===== config.mk =====
export PLATFORM = sky130hd
export DESIGN_NAME = event_flag_registers
export DESIGN_NICKNAME = d
export VERILOG_FILES = /design/src/inc/event_flags_pkg.sv /design/src/core/change_detect.sv /design/src/core/event_flag_registers.sv
export SDC_FILE = /design/constraint.sdc
export NUM_CORES = 1
export LEC_CHECK = 0
export BUFFER_PORTS_ARGS = -buffer_cell sky130_fd_sc_hd__buf_2
export CORE_MARGIN = 2
export CORE_UTILIZATION = 53
export DETAILED_ROUTE_END_ITERATION = 8
export PLACE_DENSITY_LB_ADDON = 0.08
export SLEW_MARGIN = 30
export SYNTH_ARGS = -nofsm -noshare
export SYNTH_HDL_FRONTEND = slang
export SYNTH_SLANG_ARGS = --single-unit

===== constraint.sdc =====
create_clock -name clk_sys -period 4.2 [get_ports clk_sys]
set_input_delay 0.21 -clock clk_sys [delete_from_list [all_inputs] [get_ports clk_sys]]
set_output_delay 0.21 -clock clk_sys [all_outputs]
set_load 0.01 [all_outputs]

===== src/inc/event_flags_pkg.sv =====
// constants shared by the event flag register block
// assumes a single 100 MHz system clock and an internal byte-wide register port
`default_nettype none

package event_flags_pkg;

  localparam int REG_ADDR_W = 8;
  localparam int REG_DATA_W = 8;

  // register offsets on the internal register port
  localparam logic [7:0] CHARGER_EVENT_FLAGS_OFFSET = 8'h08;
  localparam logic [7:0] POWER_PATH_EVENT_FLAGS_OFFSET = 8'h09;
  localparam logic [7:0] LINK_EVENT_FLAGS_OFFSET = 8'h0A;
  localparam logic [7:0] LINK_STATUS_OFFSET = 8'h03;

  // reset values
  localparam logic [7:0] FLAGS_RESET = 8'h00;
  localparam logic [7:0] LINK_STATUS_RESET = 8'h00;
  localparam logic [7:0] UNMAPPED_READ = 8'h00;

  // widths of the multi-bit monitored fields
  localparam int CHG_MODE_W = 3;
  localparam int TEMP_ZONE_W = 3;

  // charger_event_flags bit positions
  localparam int SUM_LIMIT_ACTIVE_BIT = 7;
  localparam int SUMMED_CURRENT_BIT = 6;
  localparam int CHARGER_THERMAL_BIT = 5;
  localparam int CONST_CURRENT_TIMEOUT_BIT = 4;
  localparam int CHARGER_MODE_BIT = 3;
  localparam int SYS_MIN_VOLTAGE_BIT = 2;
  localparam int CHARGER_RESTART_BIT = 1;
  localparam int TEMP_ZONE_BIT = 0;

  // power_path_event_flags bit positions
  localparam int TEMP_ZONE_ADJUST_BIT = 7;
  localparam int CHARGER_REVERSE_BIT = 6;
  localparam int BATTERY_VOLTAGE_REG_BIT = 5;
  localparam int STEP_CHARGE_BIT = 4;
  localparam int CHARGER_DROPOUT_BIT = 3;
  localparam int SYS_REGULATOR_DROPOUT_BIT = 2;
  localparam int LINK_VOLTAGE_BIT = 1;
  localparam int SYS_REVERSE_BIT = 0;

  // link_event_flags bit positions
  localparam int LINK_CONNECTED_BIT = 7;
  localparam int LINK_WAITING_BIT = 6;
  localparam int LINK_IDLE_BIT = 5;
  localparam int SHORT_XFER_RISE_BIT = 4;
  localparam int SHORT_XFER_FALL_BIT = 3;
  localparam int NEW_DATA_BIT = 2;
  localparam int CMD_DONE_BIT = 1;
  localparam int CMD_ERROR_BIT = 0;

endpackage : event_flags_pkg

`default_nettype wire


===== src/core/change_detect.sv =====
// level change detector for a vector of status signals
// assumes the sampled levels are synchronous to clk_sys
`default_nettype none

module change_detect #(
  parameter int WIDTH = 8
) (
  input wire logic clk_sys,
  input wire logic rst,
  input wire logic [WIDTH-1:0] level,
  output logic [WIDTH-1:0] rose,
  output logic [WIDTH-1:0] fell
);

  logic [WIDTH-1:0] prev_reg;
  logic [WIDTH-1:0] prev_next;
  logic armed_reg;
  logic armed_next;

  always_comb begin
    prev_next = level;
    armed_next = 1'b1;
  end

  always_ff @(posedge clk_sys) begin
    if (rst) begin
      prev_reg <= '0;
      armed_reg <= 1'b0;
    end else begin
      prev_reg <= prev_next;
      armed_reg <= armed_next;
    end
  end

  // the first cycle after reset only captures the levels, so a status that
  // is already high at power up does not raise a spurious flag
  always_comb begin
    rose = armed_reg ? (level & ~prev_reg) : '0;
    fell = armed_reg ? (~level & prev_reg) : '0;
  end

endmodule : change_detect

`default_nettype wire


===== src/core/event_flag_registers.sv =====
// three sticky event flag registers plus the latched link result code
// assumes status levels and event pulses are synchronous to clk_sys and
// that the serial register front end presents one-cycle read/write strobes
`default_nettype none

module event_flag_registers
  import event_flags_pkg::*;
(
  input wire logic clk_sys,
  input wire logic rst,
  // register port
  input wire logic [event_flags_pkg::REG_ADDR_W-1:0] reg_addr,
  input wire logic reg_wr_en,
  input wire logic reg_rd_en,
  input wire logic [event_flags_pkg::REG_DATA_W-1:0] reg_wdata,
  output logic [event_flags_pkg::REG_DATA_W-1:0] reg_rdata,
  // charger status levels
  input wire logic sum_limit_active_state,
  input wire logic summed_current_state,
  input wire logic charger_thermal_state,
  input wire logic const_current_timeout_state,
  input wire logic [event_flags_pkg::CHG_MODE_W-1:0] charger_mode_state,
  input wire logic sys_min_voltage_state,
  input wire logic charger_restart_state,
  input wire logic [event_flags_pkg::TEMP_ZONE_W-1:0] temp_zone_state,
  // power path status levels
  input wire logic temp_zone_adjust_state,
  input wire logic charger_reverse_state,
  input wire logic battery_voltage_reg_state,
  input wire logic step_charge_state,
  input wire logic charger_dropout_state,
  input wire logic sys_regulator_dropout_state,
  input wire logic link_voltage_present,
  input wire logic sys_reverse_state,
  // link status levels and events
  input wire logic link_connected_state,
  input wire logic link_waiting_state,
  input wire logic link_idle_state,
  input wire logic short_xfer_state,
  input wire logic new_data_stored,
  input wire logic cmd_done_pulse,
  input wire logic cmd_error_pulse,
  input wire logic [7:0] cmd_result,
  // flag and status outputs
  output logic [7:0] charger_event_flags,
  output logic [7:0] power_path_event_flags,
  output logic [7:0] link_event_flags,
  output logic [7:0] link_status
);

  import event_flags_pkg::*;

  ////////////////////////////////////////////////////////////////////////////
  // helpers

  // set wins over clear so an event in the clearing cycle is not lost
  function automatic logic [7:0] sticky_update(input logic [7:0] cur,
                                               input logic [7:0] set,
                                               input logic [7:0] clr);
    sticky_update = (cur & ~clr) | set;
  endfunction : sticky_update

  function automatic logic any_bit(input logic [7:0] v);
    any_bit = |v;
  endfunction : any_bit

  ////////////////////////////////////////////////////////////////////////////
  // change detection over all monitored levels

  localparam int MON_W = 20 + CHG_MODE_W + TEMP_ZONE_W;

  logic [MON_W-1:0] mon_level;
  logic [MON_W-1:0] mon_rose;
  logic [MON_W-1:0] mon_fell;
  logic [MON_W-1:0] mon_chg;

  always_comb begin
    mon_level = {sum_limit_active_state, summed_current_state,
                 charger_thermal_state, const_current_timeout_state,
                 sys_min_voltage_state, charger_restart_state,
                 temp_zone_adjust_state, charger_reverse_state,
                 battery_voltage_reg_state, step_charge_state,
                 charger_dropout_state, sys_regulator_dropout_state,
                 link_voltage_present, sys_reverse_state,
                 link_connected_state, link_waiting_state, link_idle_state,
                 short_xfer_state, 2'b00, charger_mode_state, temp_zone_state};
    mon_chg = mon_rose | mon_fell;
  end

  change_detect #(
    .WIDTH(MON_W)
  ) u_change_detect (
    .clk_sys(clk_sys),
    .rst(rst),
    .level(mon_level),
    .rose(mon_rose),
    .fell(mon_fell)
  );

  // positions inside the monitored vector, M_TOP counted from the top, M_FIELDS from the bottom
  localparam int M_TOP = MON_W - 1;
  localparam int M_FIELDS = CHG_MODE_W + TEMP_ZONE_W;

  ////////////////////////////////////////////////////////////////////////////
  // per-register set terms

  logic [7:0] charger_set;
  logic [7:0] power_set;
  logic [7:0] link_set;

  always_comb begin
    charger_set = 8'h00;
    charger_set[SUM_LIMIT_ACTIVE_BIT] = mon_chg[M_TOP];
    charger_set[SUMMED_CURRENT_BIT] = mon_chg[M_TOP-1];
    charger_set[CHARGER_THERMAL_BIT] = mon_chg[M_TOP-2];
    charger_set[CONST_CURRENT_TIMEOUT_BIT] = mon_chg[M_TOP-3];
    // a field change is any bit of the field differing from last cycle
    charger_set[CHARGER_MODE_BIT] = |mon_chg[M_FIELDS-1:TEMP_ZONE_W];
    charger_set[SYS_MIN_VOLTAGE_BIT] = mon_chg[M_TOP-4];
    charger_set[CHARGER_RESTART_BIT] = mon_chg[M_TOP-5];
    charger_set[TEMP_ZONE_BIT] = |mon_chg[TEMP_ZONE_W-1:0];

    power_set = 8'h00;
    power_set[TEMP_ZONE_ADJUST_BIT] = mon_chg[M_TOP-6];
    power_set[CHARGER_REVERSE_BIT] = mon_chg[M_TOP-7];
    power_set[BATTERY_VOLTAGE_REG_BIT] = mon_chg[M_TOP-8];
    power_set[STEP_CHARGE_BIT] = mon_chg[M_TOP-9];
    power_set[CHARGER_DROPOUT_BIT] = mon_chg[M_TOP-10];
    power_set[SYS_REGULATOR_DROPOUT_BIT] = mon_chg[M_TOP-11];
    power_set[LINK_VOLTAGE_BIT] = mon_chg[M_TOP-12];
    power_set[SYS_REVERSE_BIT] = mon_chg[M_TOP-13];

    link_set = 8'h00;
    link_set[LINK_CONNECTED_BIT] = mon_chg[M_TOP-14];
    link_set[LINK_WAITING_BIT] = mon_chg[M_TOP-15];
    link_set[LINK_IDLE_BIT] = mon_chg[M_TOP-16];
    link_set[SHORT_XFER_RISE_BIT] = mon_rose[M_TOP-17];
    link_set[SHORT_XFER_FALL_BIT] = mon_fell[M_TOP-17];
    link_set[NEW_DATA_BIT] = new_data_stored;
    link_set[CMD_DONE_BIT] = cmd_done_pulse;
    link_set[CMD_ERROR_BIT] = cmd_error_pulse;
  end

  ////////////////////////////////////////////////////////////////////////////
  // sticky flags, cleared by writing ones

  logic [7:0] charger_flags_reg;
  logic [7:0] charger_flags_next;
  logic [7:0] power_flags_reg;
  logic [7:0] power_flags_next;
  logic [7:0] link_flags_reg;
  logic [7:0] link_flags_next;
  logic [7:0] link_status_reg;
  logic [7:0] link_status_next;

  always_comb begin
    logic [7:0] clr_charger;
    logic [7:0] clr_power;
    logic [7:0] clr_link;
    clr_charger = 8'h00;
    clr_power = 8'h00;
    clr_link = 8'h00;
    if (reg_wr_en) begin
      unique case (reg_addr)
        CHARGER_EVENT_FLAGS_OFFSET: clr_charger = reg_wdata;
        POWER_PATH_EVENT_FLAGS_OFFSET: clr_power = reg_wdata;
        LINK_EVENT_FLAGS_OFFSET: clr_link = reg_wdata;
        default: clr_link = 8'h00;
      endcase
    end
    charger_flags_next = sticky_update(charger_flags_reg, charger_set, clr_charger);
    power_flags_next = sticky_update(power_flags_reg, power_set, clr_power);
    link_flags_next = sticky_update(link_flags_reg, link_set, clr_link);
    // the code is captured in the same edge that raises done or error, so it
    // is already valid when software sees either flag
    link_status_next = link_status_reg;
    if (cmd_done_pulse || cmd_error_pulse) begin
      link_status_next = cmd_result;
    end
  end

  always_ff @(posedge clk_sys) begin
    if (rst) begin
      charger_flags_reg <= FLAGS_RESET;
      power_flags_reg <= FLAGS_RESET;
      link_flags_reg <= FLAGS_RESET;
      link_status_reg <= LINK_STATUS_RESET;
    end else begin
      charger_flags_reg <= charger_flags_next;
      power_flags_reg <= power_flags_next;
      link_flags_reg <= link_flags_next;
      link_status_reg <= link_status_next;
    end
  end

  ////////////////////////////////////////////////////////////////////////////
  // read path: data registered one cycle after the read strobe

  logic [7:0] rdata_reg;
  logic [7:0] rdata_next;

  always_comb begin
    rdata_next = rdata_reg;
    if (reg_rd_en) begin
      unique case (reg_addr)
        CHARGER_EVENT_FLAGS_OFFSET: rdata_next = charger_flags_reg;
        POWER_PATH_EVENT_FLAGS_OFFSET: rdata_next = power_flags_reg;
        LINK_EVENT_FLAGS_OFFSET: rdata_next = link_flags_reg;
        LINK_STATUS_OFFSET: rdata_next = link_status_reg;
        default: rdata_next = UNMAPPED_READ;
      endcase
    end
  end

  always_ff @(posedge clk_sys) begin
    if (rst) begin
      rdata_reg <= UNMAPPED_READ;
    end else begin
      rdata_reg <= rdata_next;
    end
  end

  ////////////////////////////////////////////////////////////////////////////
  // outputs, all straight from flip-flops

  logic unused_any;

  always_comb begin
    reg_rdata = rdata_reg;
    charger_event_flags = charger_flags_reg;
    power_path_event_flags = power_flags_reg;
    link_event_flags = link_flags_reg;
    link_status = link_status_reg;
    // the two padding positions of the monitored vector never change
    unused_any = any_bit({6'h00, mon_chg[M_FIELDS+1:M_FIELDS]});
  end

endmodule : event_flag_registers

`default_nettype wire


**After elaboration in Yosys (flattened, before gate mapping)**

Cells that the tools add are included.

- Bitwise logic cells: 14
- Multiplexer cells: 10
- Eq/ne operators: 4
- Reduce and logical (&&, ||, !) cells: 3

Operators with widths:

| cell | count |
|---|---|
| 26-bit bitwise AND | 2 |
| 26-bit 2-to-1 mux | 2 |
| 26-bit inverter | 2 |
| 8-bit 2-to-1 mux | 6 |
| 8-bit case mux with 4 select lines | 1 |
| 26-bit bitwise OR | 1 |
| 8-bit bitwise AND | 3 |
| 8-bit by 4-bit == test with 1-bit output, second input constant | 3 |
| 8-bit inverter | 3 |
| 8-bit bitwise OR | 3 |
| 8-bit by 2-bit == test with 1-bit output, second input constant | 1 |
| 3-bit OR reduction | 2 |
| 1-bit logical OR | 1 |
| 1-bit 2-to-1 mux | 1 |

- Output and inout port bits: 40
- Word-level logic and storage cells: 39
- Bits of input ports: 55
- Bits in registers: 67

**Longest topological paths before layout**

Gate-level depths: netlist of run 1.

- Depth in word-level cells: 6
- Mapped depth: 6
- Mapped depth without buffers: 4

**By module**

Synthesis of run 1 repeated with hierarchy kept, for this count alone.

- Cell total of the unflattened synthesis: 328
- Area total of the unflattened synthesis: 2,961.6 um^2

By module, submodules not included:

| module | times used | seq. area each (um^2) | cells an instance | area an instance (um^2) |
|---|---|---|---|---|
| event_flag_registers | 1 | 800.8 | 215 | 1,702.9 |
| change_detect | 1 | 540.5 | 113 | 1,258.7 |

**Least setup slack after synthesis of run 1**

Ideal clock, no wire load.

- Kind: in2reg
- Start: input reg_addr[5] (netlist name)
- End: register charger_flags_reg[6] (netlist: charger_event_flags[6])
- Arrival time: 1.354 ns
- Path slack: 2.723 ns
- Cell stages on the path: 5
- Required time: 4.077 ns
- Setup time: 0.123 ns
- Cell sequence: nor4_4 -> or4b_1 -> buf_6 -> o211ai_2 -> o21ai_1

- Word-level cells in the longest chain between the ends: 6

Ends and longest elaborated chain:

| item | line | RTL |
|---|---|---|
| from (decl) | event_flag_registers.sv:12 | `input wire logic [event_flags_pkg::REG_ADDR_W-1:0] reg_addr,` |
| 8-bit by 4-bit == test with 1-bit output | event_flag_registers.sv:164 | `unique case (reg_addr)` |
| 8-bit 2-to-1 mux | event_flag_registers.sv:164 |  |
| 8-bit 2-to-1 mux | event_flag_registers.sv:163 | `if (reg_wr_en) begin` |
| 8-bit inverter | event_flag_registers.sv:60 | `sticky_update = (cur & ~clr) \| set;` |
| 8-bit bitwise AND | event_flag_registers.sv:60 |  |
| 8-bit bitwise OR | event_flag_registers.sv:60 |  |
| to (signal assigned) | event_flag_registers.sv:189 | `charger_flags_reg <= charger_flags_next;` |
| to (decl) | event_flag_registers.sv:147 | `logic [7:0] charger_flags_reg;` |

Every way passes these cells.
A chain may end at the register's enable or synchronous reset.

==> results of run 1 <==
where the power goes:
part | internal (uW) | switching, uW
Sequential | 655 | 30.0
Combinational | 76.8 | 90.3
Clock | 223 | 220
Total | 954 | 340
worst max-delay path, delay by kind of cell:
family                 cells  cell delay, ps
buffers and inverters      2            1160
and+or+nand+nor            1             370
AOI/OAI and AO/OA          1             120
worst max path at each step:
stage                                                    to  slack, ps  cells past startpoint
after floorplan           charger_event_flags[6]$_SDFF_PP0_       2720                      5
after global placement    charger_event_flags[1]$_SDFF_PP0_       2190                      4
after detailed placement  charger_event_flags[5]$_SDFF_PP0_       2200                      4
after CTS                 charger_event_flags[4]$_SDFF_PP0_       2540                      4
after global routing      charger_event_flags[4]$_SDFF_PP0_       2290                      4
final                     charger_event_flags[4]$_SDFF_PP0_       2530                      4
logic make-up (layout without fill, tap and decap cells):
logic type	Yosys count	count (layout)	synth area share
compound gates	90	90	0.2089
xor+xnor	23	23	0.07609
buf+inv	20	114	0.03450
flops	65	65	0.4915
mux	7	7	0.02647
simple gates	80	80	0.1626
metal layers:
| layer | track usage | up-vias |
|---|---|---|
| met1 | 0.3347 | 1065 |
| met5 | 0 | - |
| met2 | 0.3618 | 90 |
| li1 | - | 1161 |
| met4 | 0.1270 | 0 |
| met3 | 0.04685 | 11 |
through the flow:
stage	instance area [sq um]	power, uW	util
4_1_cts	3291	1304	0.6921
2_1_floorplan	2648	785.9	-
6_report	3291	1295	0.6921
5_1_grt	3291	1350	0.6921
3_3_place_gp	3129	862.0	0.6582
3_5_place_dp	3129	865.3	0.6582
synth_stat cells, drive strengths merged (4+ instances only):
| cell type | count |
|---|---|
| o21ai | 39 |
| o2bb2ai | 6 |
| xnor2 | 6 |
| dfxtp | 65 |
| nor2b | 28 |
| o211ai | 8 |
| a21oi | 31 |
| xor2 | 17 |
| nand2 | 36 |
| buf | 5 |
| mux2i | 7 |
| nor2 | 4 |
| clkbuf | 10 |
| inv | 5 |
layout make-up:
type,count,share of cell area
clock buffer,11,0.04297
clock inverter,4,0.006084
inverter,5,0.005703
multi-input combinational,200,0.3814
sequential,65,0.3954
tap,67,0.02548
timing repair buffer,94,0.1430
==> results.tsv, run 1 <==
metric	value	unit
status	finished, final reports clean	
max_fanout_on_critical_path	51	
final-seq-area	1301	sq um
clockBufferDepth	2	
hold_class	input port to flop	
synth-seq-cells	65	
irDropWorstVdd	220.8	uV
slew_viol_final	0	
synthesis.nets	340	
max_ffs_per_register	24	
clock_tree_from_tritoncts	yes	
report.final.setup_viol	0	
first_global_vias	2094	
detail_route.wirelength.met1	2893	um
fp.coreArea	4755	sq um
chipHeight	74.68	um
setup.worst_path.start_class	input port	
io_pins	95	
worst_ep_arrival_time	1890	ps
post_synth_inst_count	285	
die_area	5576	sq um
layout.cells.most_common_list	sky130_fd_sc_hd__buf_2 (94), sky130_fd_sc_hd__dfxtp_1 (65), sky130_fd_sc_hd__nand2_1 (36), sky130_fd_sc_hd__o21ai_0 (31), sky130_fd_sc_hd__a21oi_1 (31)	
routed_wl	6386	um
grt_first_pass_wirelength	9873	um
critical-path-max-stage-delay	680	ps
clk_latency	340	ps
synth.top_cell.area_share	0.4915	
rsz_0062_raised_after_global_routing	no	
wl_met2	2952	um
finalSetupTns	0	ps
post_synth_edffs	0	
period_needed	1665	ps
post-route-period-util	0.3965	
postCtsHoldBufs	0	
path_class	input port to flop	
num_rows	25	
worst_pin_slew	913.9	ps
synth_top_flop_cell	sky130_fd_sc_hd__dfxtp_1	
gp_congestion	0.8637	
highest_metal_layer_with_signal_wires	met4	
route.antenna.remaining_nets	0	
antenna_found_initial	0	
cts.sinks	65	
effective_utilization_at_floorplan	0.5568	
fmax	0.6004	GHz
rr_worst_depth	2	
worst_slack	2535	ps
root_buffer	sky130_fd_sc_hd__clkbuf_8	
placed_cells_incl_taps	431	
die-width	74.68	um
final.setup_skew	5.121	ps
synth_warnings	0	
dp_slack	2203	ps
max_cap_viol_count	0	
timing.rr.end	charger_event_flags[4]$_SDFF_PP0_	
detail_route.iter0.violations	101	
remaining_drc_errors	0	
post_cts.repair.setup_buffers	0	
power-per-cell-area	393.4	nW/um^2
grt_total_ovfl	0	
timing.hold.ws	100.8	ps
clk_pin_slew_worst_paths	70	ps
avgViaCountPerCell	5.217	
slew_headroom	0.3907	
synth_sequential_area_ratio	0.4915	
whs_endpoint	u_change_detect.prev_reg[19]$_SDFF_PP0_	
critical_path.slowest_cell	sky130_fd_sc_hd__buf_2	
critPathCaptureType	flop	
ys_types	32	
critical_path.cell_chain	buf_2 -> inv_1 -> nand2_1 -> o21ai_1	
mostFrequentLayoutCell	sky130_fd_sc_hd__buf_2	
grt_start_max_net_pins	52	
hold-path-cell-count	2	
grtUsageTotal	0.2424	
crit-reg2reg-launch	u_change_detect.armed_reg$_DFF_P_	
wl_per_cell	14.32	um
num_vias	2327	
cts_htree_levels	3	
mappedNetlistArea	2648	sq um
area_growth_syn_to_layout	24.29	%
detailed_place_hpwl	4719	um
r2r_setup_slack	2990	ps
cp-startpoint	rst	
leakage	0.001485	uW
area_occupied_by_multi_input_gates	1255	sq um
cp_data_required_time	4420	ps
synth_async_sr_flop_share	0	
min_from	temp_zone_adjust_state	
layout.filler_cells	432	
antenna_cells	0	
ys_top_cells_by_area	sky130_fd_sc_hd__dfxtp_1 (49%), sky130_fd_sc_hd__nor2b_1 (6.6%), sky130_fd_sc_hd__a21oi_1 (5.9%)	
stdcell_count	446	
yosys.area.top_type	sky130_fd_sc_hd__dfxtp_1	
post_cts_resize_count	0	
synthesis.area_per_instance	9.290	sq um
hold_violations	0	
layout-drive-gt1-share	0.3113	
numPortBuffers	94	
numCtsBuffers	9	
dr_wl_met3	417	um
drt_pass1_iterations	4	
nets	430	
No activity file was read; power rests on OpenSTA's default activity.
==> inputs of run 2 (changes only) <==
--- a/config.mk
+++ b/config.mk
@@ -7,7 +7,7 @@
 export LEC_CHECK = 0
 export BUFFER_PORTS_ARGS = -buffer_cell sky130_fd_sc_hd__buf_2
 export CORE_MARGIN = 2
-export CORE_UTILIZATION = 53
+export CORE_UTILIZATION = 44
 export DETAILED_ROUTE_END_ITERATION = 8
 export PLACE_DENSITY_LB_ADDON = 0.08
 export SLEW_MARGIN = 30
==> constraint.sdc (replaced) <==
create_clock -name clk_sys -period 1.45 [get_ports clk_sys]
set_input_delay 0.0725 -clock clk_sys [delete_from_list [all_inputs] [get_ports clk_sys]]
set_output_delay 0.0725 -clock clk_sys [all_outputs]
set_load 0.01 [all_outputs]
==> run 2 against run 1 <==
Cell area is 14% higher. Worst hold slack worse by 45 ps. Clock-buffer cell count is 1 lower. Sequential cell count stayed put. Global-route usage is 2.8 points lower. Setup slack worse by 2400 ps. Largest power group unchanged. Highest routed layer unchanged.
==> results.tsv, run 2 (same netlist as run 1, synthesis figures left out) <==
metric	value	unit	change
critical_path.cell_chain	dlygate4sd3_1 -> buf_2 -> clkinvlp_4 -> nand2_1 -> o21ai_1		
status	finished, final reports clean		
nets	474		+10%
clk_latency	340	ps	about the same
post_cts.repair.setup_buffers	0		unchanged
fmax	0.7791	GHz	
p_switching	1069	uW	+210%
worst_pin_slew	533.5	ps	-380.4 ps
hold_violations	0		unchanged
power-per-cell-area	1091	nW/um^2	+180%
root_buffer	sky130_fd_sc_hd__clkbuf_8		
stdcell_count	499		+12%
critical_path.slowest_cell	sky130_fd_sc_hd__dlygate4sd3_1		
grt_total_ovfl	0		unchanged
clock_tree_from_tritoncts	yes		
grtUsageTotal	0.2149		-0.02754
cts.sinks	65		unchanged
first_global_vias	2249		+7.4%
io_pins	95		unchanged
clock_power_share	0.377		+0.035
chipHeight	81.57	um	+9.2%
clockBufferDepth	2		unchanged
cp_data_required_time	1670	ps	-2750 ps
timing.hold.ws	55.88	ps	-44.94 ps
area_growth_syn_to_layout	42.11	%	
worst_ep_arrival_time	1500	ps	-390 ps
power.internal	3036	uW	+220%
hold_class	input port to flop		
avgViaCountPerCell	4.934		-5.4%
placed_cells_incl_taps	449		+4.2%
die_area	6654	sq um	+19%
layout.cells.most_common_list	sky130_fd_sc_hd__buf_2 (94), sky130_fd_sc_hd__dfxtp_1 (65), sky130_fd_sc_hd__nand2_1 (36), sky130_fd_sc_hd__dlygate4sd3_1 (34)		
die-width	81.57	um	+9.2%
slew_headroom	0.6430		+0.2523
drt_pass1_iterations	4		unchanged
path_class	input port to flop		
antenna_found_initial	0		unchanged
grt_start_max_net_pins	28		-46%
report.final.setup_viol	0		unchanged
mostFrequentLayoutCell	sky130_fd_sc_hd__buf_2		
layout.filler_cells	529		+22%
power_share_of_the_combinational_group	0.140		+0.011
detailed_place_hpwl	5097	um	+8.0%
layout-drive-gt1-share	0.3090		-0.002383
worst_slack	166.4	ps	-2368 ps
max_ffs_per_register	24		unchanged
fp.coreArea	5851	sq um	+23%
post-route-period-util	0.8852		
routed_wl	7074	um	+11%
max_fanout_on_critical_path	11		-78%
max_cap_viol_count	0		unchanged
clk_pin_slew_worst_paths	70	ps	about the same
grt_first_pass_wirelength	10630	um	+7.7%
num_vias	2462		+5.8%
power.share.switching	0.2605		-0.002447
slew_viol_final	0		unchanged
critical-path-max-stage-delay	520	ps	-160 ps
numCtsBuffers	9		unchanged
remaining_drc_errors	0		unchanged
setup.worst_path.start_class	input port		
final.setup_skew	8.872	ps	+3.751 ps
effective_utilization_at_floorplan	0.4525		-0.1043
numPortBuffers	94		unchanged
p_seq_frac	0.482		-0.047
cts_htree_levels	3		unchanged
antenna_cells	0		unchanged
leakage	0.001687	uW	+14%
irDropWorstVdd	617.9	uV	+180%
wl_per_cell	14.18	um	-0.99%
num_rows	28		+12%
critPathCaptureType	flop		
dp_slack	-52.92	ps	-2256 ps
detail_route.iter0.violations	127		+26%
gp_congestion	0.9710		+12%
route.antenna.remaining_nets	0		unchanged
finalSetupTns	0	ps	unchanged
period_needed	1284	ps	
rsz_0062_raised_after_global_routing	no		
## run 2: stage by stage
step             util  total power [uW]  instance area [sq um]
2_1_floorplan       -              2276                   2648
3_3_place_gp   0.5494              2520                   3214
3_5_place_dp   0.5494              2528                   3214
4_1_cts        0.6390              4134                   3739
5_1_grt        0.6431              4310                   3762
6_report       0.6431              4105                   3762
## run 2: critical path: cells and delay by family
family                 cells  cell delay, ps
buffers and inverters      3             970
and+or+nand+nor            1             340
AOI/OAI and AO/OA          1             110
## run 2: final cells by class
class,instances,area (sq um),area share
Sequential cell,65,1301,0.3459
Timing Repair Buffer,138,885.9,0.2355
Inverter,5,22.52,0.005986
Multi-Input combinational cell,200,1255,0.3336
Clock buffer,10,137.6,0.03658
Clock inverter,6,66.31,0.01763
Tap cell,75,93.84,0.02494
## run 2: path summary, 6_finish.rpt
path	startpoint	endpoint	slack [ps]	cells past startpoint
hold / removal	cmd_done_pulse	link_event_flags[1]$_SDFF_PP0_	60	3
setup reg to reg	u_change_detect.armed_reg$_DFF_P_	charger_event_flags[4]$_SDFF_PP0_	380	2
hold reg to reg	reg_rdata[1]$_SDFFE_PP0P_	reg_rdata[1]$_SDFFE_PP0P_	450	2
setup / recovery	rst	charger_event_flags[4]$_SDFF_PP0_	170	5
## run 2: metal layers
metal | vias up | global-route usage | wire [um]
met1 | 1115 | 0.2818 | 3234
met2 | 81 | 0.3402 | 3238
li1 | 1255 | - | -
met4 | 0 | 0.09167 | 111
met5 | - | 0 | 0
met3 | 11 | 0.04835 | 491
## run 2: power groups by stage
stage	logic, uW	registers (uW)	clock network (uW)
after global routing	634	1990	1690
after floorplan	244	2030	0
final	575	1980	1550
after detailed placement	506	2020	0
after global placement	501	2020	0
after CTS	574	1980	1580
## run 2: timing repair
item / in CTS / in global routing
gates resized for setup: 0 / 1
hold buffers: 32 / 2
endpoints found under the hold margin: 32 / 2
endpoints found under the setup margin: 0 / 3
==> inputs of run 3 (changes only) <==
--- a/config.mk
+++ b/config.mk
@@ -7,9 +7,9 @@
 export LEC_CHECK = 0
 export BUFFER_PORTS_ARGS = -buffer_cell sky130_fd_sc_hd__buf_2
 export CORE_MARGIN = 2
-export CORE_UTILIZATION = 44
+export CORE_UTILIZATION = 53
 export DETAILED_ROUTE_END_ITERATION = 8
-export PLACE_DENSITY_LB_ADDON = 0.08
+export PLACE_DENSITY = 0.88
 export SLEW_MARGIN = 30
 export SYNTH_ARGS = -nofsm -noshare
 export SYNTH_HDL_FRONTEND = slang
==> constraint.sdc (replaced) <==
create_clock -name clk_sys -period 1.62 [get_ports clk_sys]
set_input_delay 0.081 -clock clk_sys [delete_from_list [all_inputs] [get_ports clk_sys]]
set_output_delay 0.081 -clock clk_sys [all_outputs]
set_load 0.01 [all_outputs]
==> run 3 against run 2 <==
Total power decreased by 16%. Sequential power decreased by 10%. Non-clock buffer count decreased by 22. Clock power decreased by 23%. Utilization increased by 9.4 points. Critical path type unchanged. Cell area decreased by 6.9%. Clock-buffer cell count increased by 4. Sequential cell count unchanged. Critical endpoint unchanged. Highest routed layer unchanged.
==> results.tsv, run 3 (same netlist as run 1, synthesis figures left out) <==
metric	value	unit	change
grt_total_ovfl	0		unchanged
max_fanout_on_critical_path	8		-3
postCtsHoldBufs	18		-44%
num_vias	2450		-0.49%
worst_ep_arrival_time	1530	ps	+30 ps
route.antenna.remaining_nets	0		unchanged
numCtsBuffers	9		unchanged
max_ffs_per_register	24		unchanged
worst_slack	300.7	ps	+134.3 ps
remaining_drc_errors	0		unchanged
drt_pass1_iterations	4		unchanged
cts_htree_levels	3		unchanged
cts.sinks	65		unchanged
post-route-period-util	0.8144		
design_area	3502	sq um	-6.9%
clockBufferDepth	2		unchanged
post_cts_resize_count	0		unchanged
crit-reg2reg-launch	u_change_detect.armed_reg$_DFF_P_		
setup.worst_path.start_class	input port		
detailed_place_hpwl	4964	um	-2.6%
root_buffer	sky130_fd_sc_hd__clkbuf_8		
period_needed	1319	ps	
clk_latency	330	ps	about the same
numPortBuffers	94		unchanged
hold_class	input port to flop		
cp_data_required_time	1830	ps	+160 ps
layout.filler_cells	393		-26%
rsz_0062_raised_after_global_routing	no		
area_growth_syn_to_layout	32.28	%	
num_rows	25		-11%
fmax	0.7580	GHz	
hold-path-cell-count	2		-1
timing.rr.end	charger_event_flags[4]$_SDFF_PP0_		
min_from	temp_zone_adjust_state		
nets	452		-4.6%
slew_viol_final	0		unchanged
grt_start_max_net_pins	37		+32%
power-per-cell-area	985.4	nW/um^2	-9.7%
place_area	3159	sq um	-1.7%
antenna_found_initial	0		unchanged
layout.cells.most_common_list	sky130_fd_sc_hd__buf_2 (94), sky130_fd_sc_hd__dfxtp_1 (65), sky130_fd_sc_hd__nand2_1 (36), sky130_fd_sc_hd__o21ai_0 (31), sky130_fd_sc_hd__a21oi_1 (31)		
die-width	74.68	um	-8.5%
critical-path-max-stage-delay	480	ps	-40 ps
fp.coreArea	4755	sq um	-19%
post_cts.repair.setup_buffers	0		unchanged
io_pins	95		unchanged
detail_route.iter0.violations	232		+83%
leakage	0.001573	uW	-6.8%
final.setup_skew	6.904	ps	-1.968 ps
grtUsageTotal	0.2631		+0.04822
rr_worst_depth	2		unchanged
first_global_vias	2412		+7.2%
status	finished, final reports clean		
mostFrequentLayoutCell	sky130_fd_sc_hd__buf_2		
max_cap_viol_count	0		unchanged
timing.hold.ws	1.848	ps	-54.03 ps
wl_per_cell	15.07	um	+6.3%
clk_pin_slew_worst_paths	60	ps	about the same
slew_headroom	0.6616		+0.01862
hold_violations	0		unchanged
die_area	5576	sq um	-16%
antenna_cells	0		unchanged
critical_path.cell_chain	buf_2 -> nor4_4 -> or4b_1 -> buf_4 -> o211ai_2 -> o21ai_1		
path_class	input port to flop		
gp_congestion	0.9305		-4.2%
critical_path.slowest_cell	sky130_fd_sc_hd__or4b_1		
whs_endpoint	u_change_detect.prev_reg[19]$_SDFF_PP0_		
clock_tree_from_tritoncts	yes		
report.final.setup_viol	0		unchanged
dp_slack	-21.01	ps	+31.92 ps
effective_utilization_at_floorplan	0.5568		+0.1043
routed_wl	7036	um	-0.54%
avgViaCountPerCell	5.246		+6.3%
r2r_setup_slack	360	ps	-20 ps
irDropWorstVdd	735.0	uV	+19%
worst_pin_slew	506.8	ps	-26.66 ps
area_occupied_by_multi_input_gates	1255	sq um	unchanged
critPathCaptureType	flop		
chipHeight	74.68	um	-8.5%
grt_first_pass_wirelength	10870	um	+2.3%
final-seq-area	1301	sq um	unchanged
layout-drive-gt1-share	0.2975		-0.01146
-- run 3: worst max path at each step --
stage / slack (ps) / endpoint / from
5_1_grt: 260 / charger_event_flags[4]$_SDFF_PP0_ / reg_addr[5]
3_5_place_dp: -20 / charger_event_flags[4]$_SDFF_PP0_ / reg_addr[5]
2_1_floorplan: 270 / charger_event_flags[6]$_SDFF_PP0_ / reg_addr[5]
4_1_cts: 320 / charger_event_flags[4]$_SDFF_PP0_ / reg_addr[5]
6_report: 300 / charger_event_flags[4]$_SDFF_PP0_ / reg_addr[5]
3_3_place_gp: 40 / charger_event_flags[0]$_SDFF_PP0_ / reg_addr[5]
-- run 3: power breakdown --
part | leakage (uW) | switching (uW) | internal [uW]
Clock | 0.0000826 | 573 | 625
Combinational | 0.000951 | 246 | 232
Sequential | 0.000539 | 78.1 | 1700
Total | 0.00157 | 897 | 2550
-- run 3: metal layers --
metal	routed length, um	track usage	up-vias
met1	2944	0.3328	1150
li1	-	-	1201
met2	3557	0.4464	91
met5	0	0	-
met3	449	0.04685	8
met4	84	0.1071	0
-- run 3: final cells by class --
type / count / area share
clock buffer: 14 / 0.04645
sequential: 65 / 0.3716
timing repair buffer: 116 / 0.1944
tap: 67 / 0.02394
multi-input combinational: 200 / 0.3583
inverter: 5 / 0.005359
-- run 3: through the flow --
stage	util	power (uW)	instances	setup TNS, ps
2_1_floorplan	-	2038	285	0
3_3_place_gp	0.6645	2235	435	0
3_5_place_dp	0.6645	2249	435	-21.01
4_1_cts	0.7366	3446	467	0
5_1_grt	0.7366	3588	467	0
6_report	0.7366	3451	467	0
-- run 3: critical path: cells and delay by family --
kind	cells	cell delay, ps
buffers and inverters	2	310
AND/OR/NAND/NOR	2	900
AO/OA/AOI/OAI	2	240
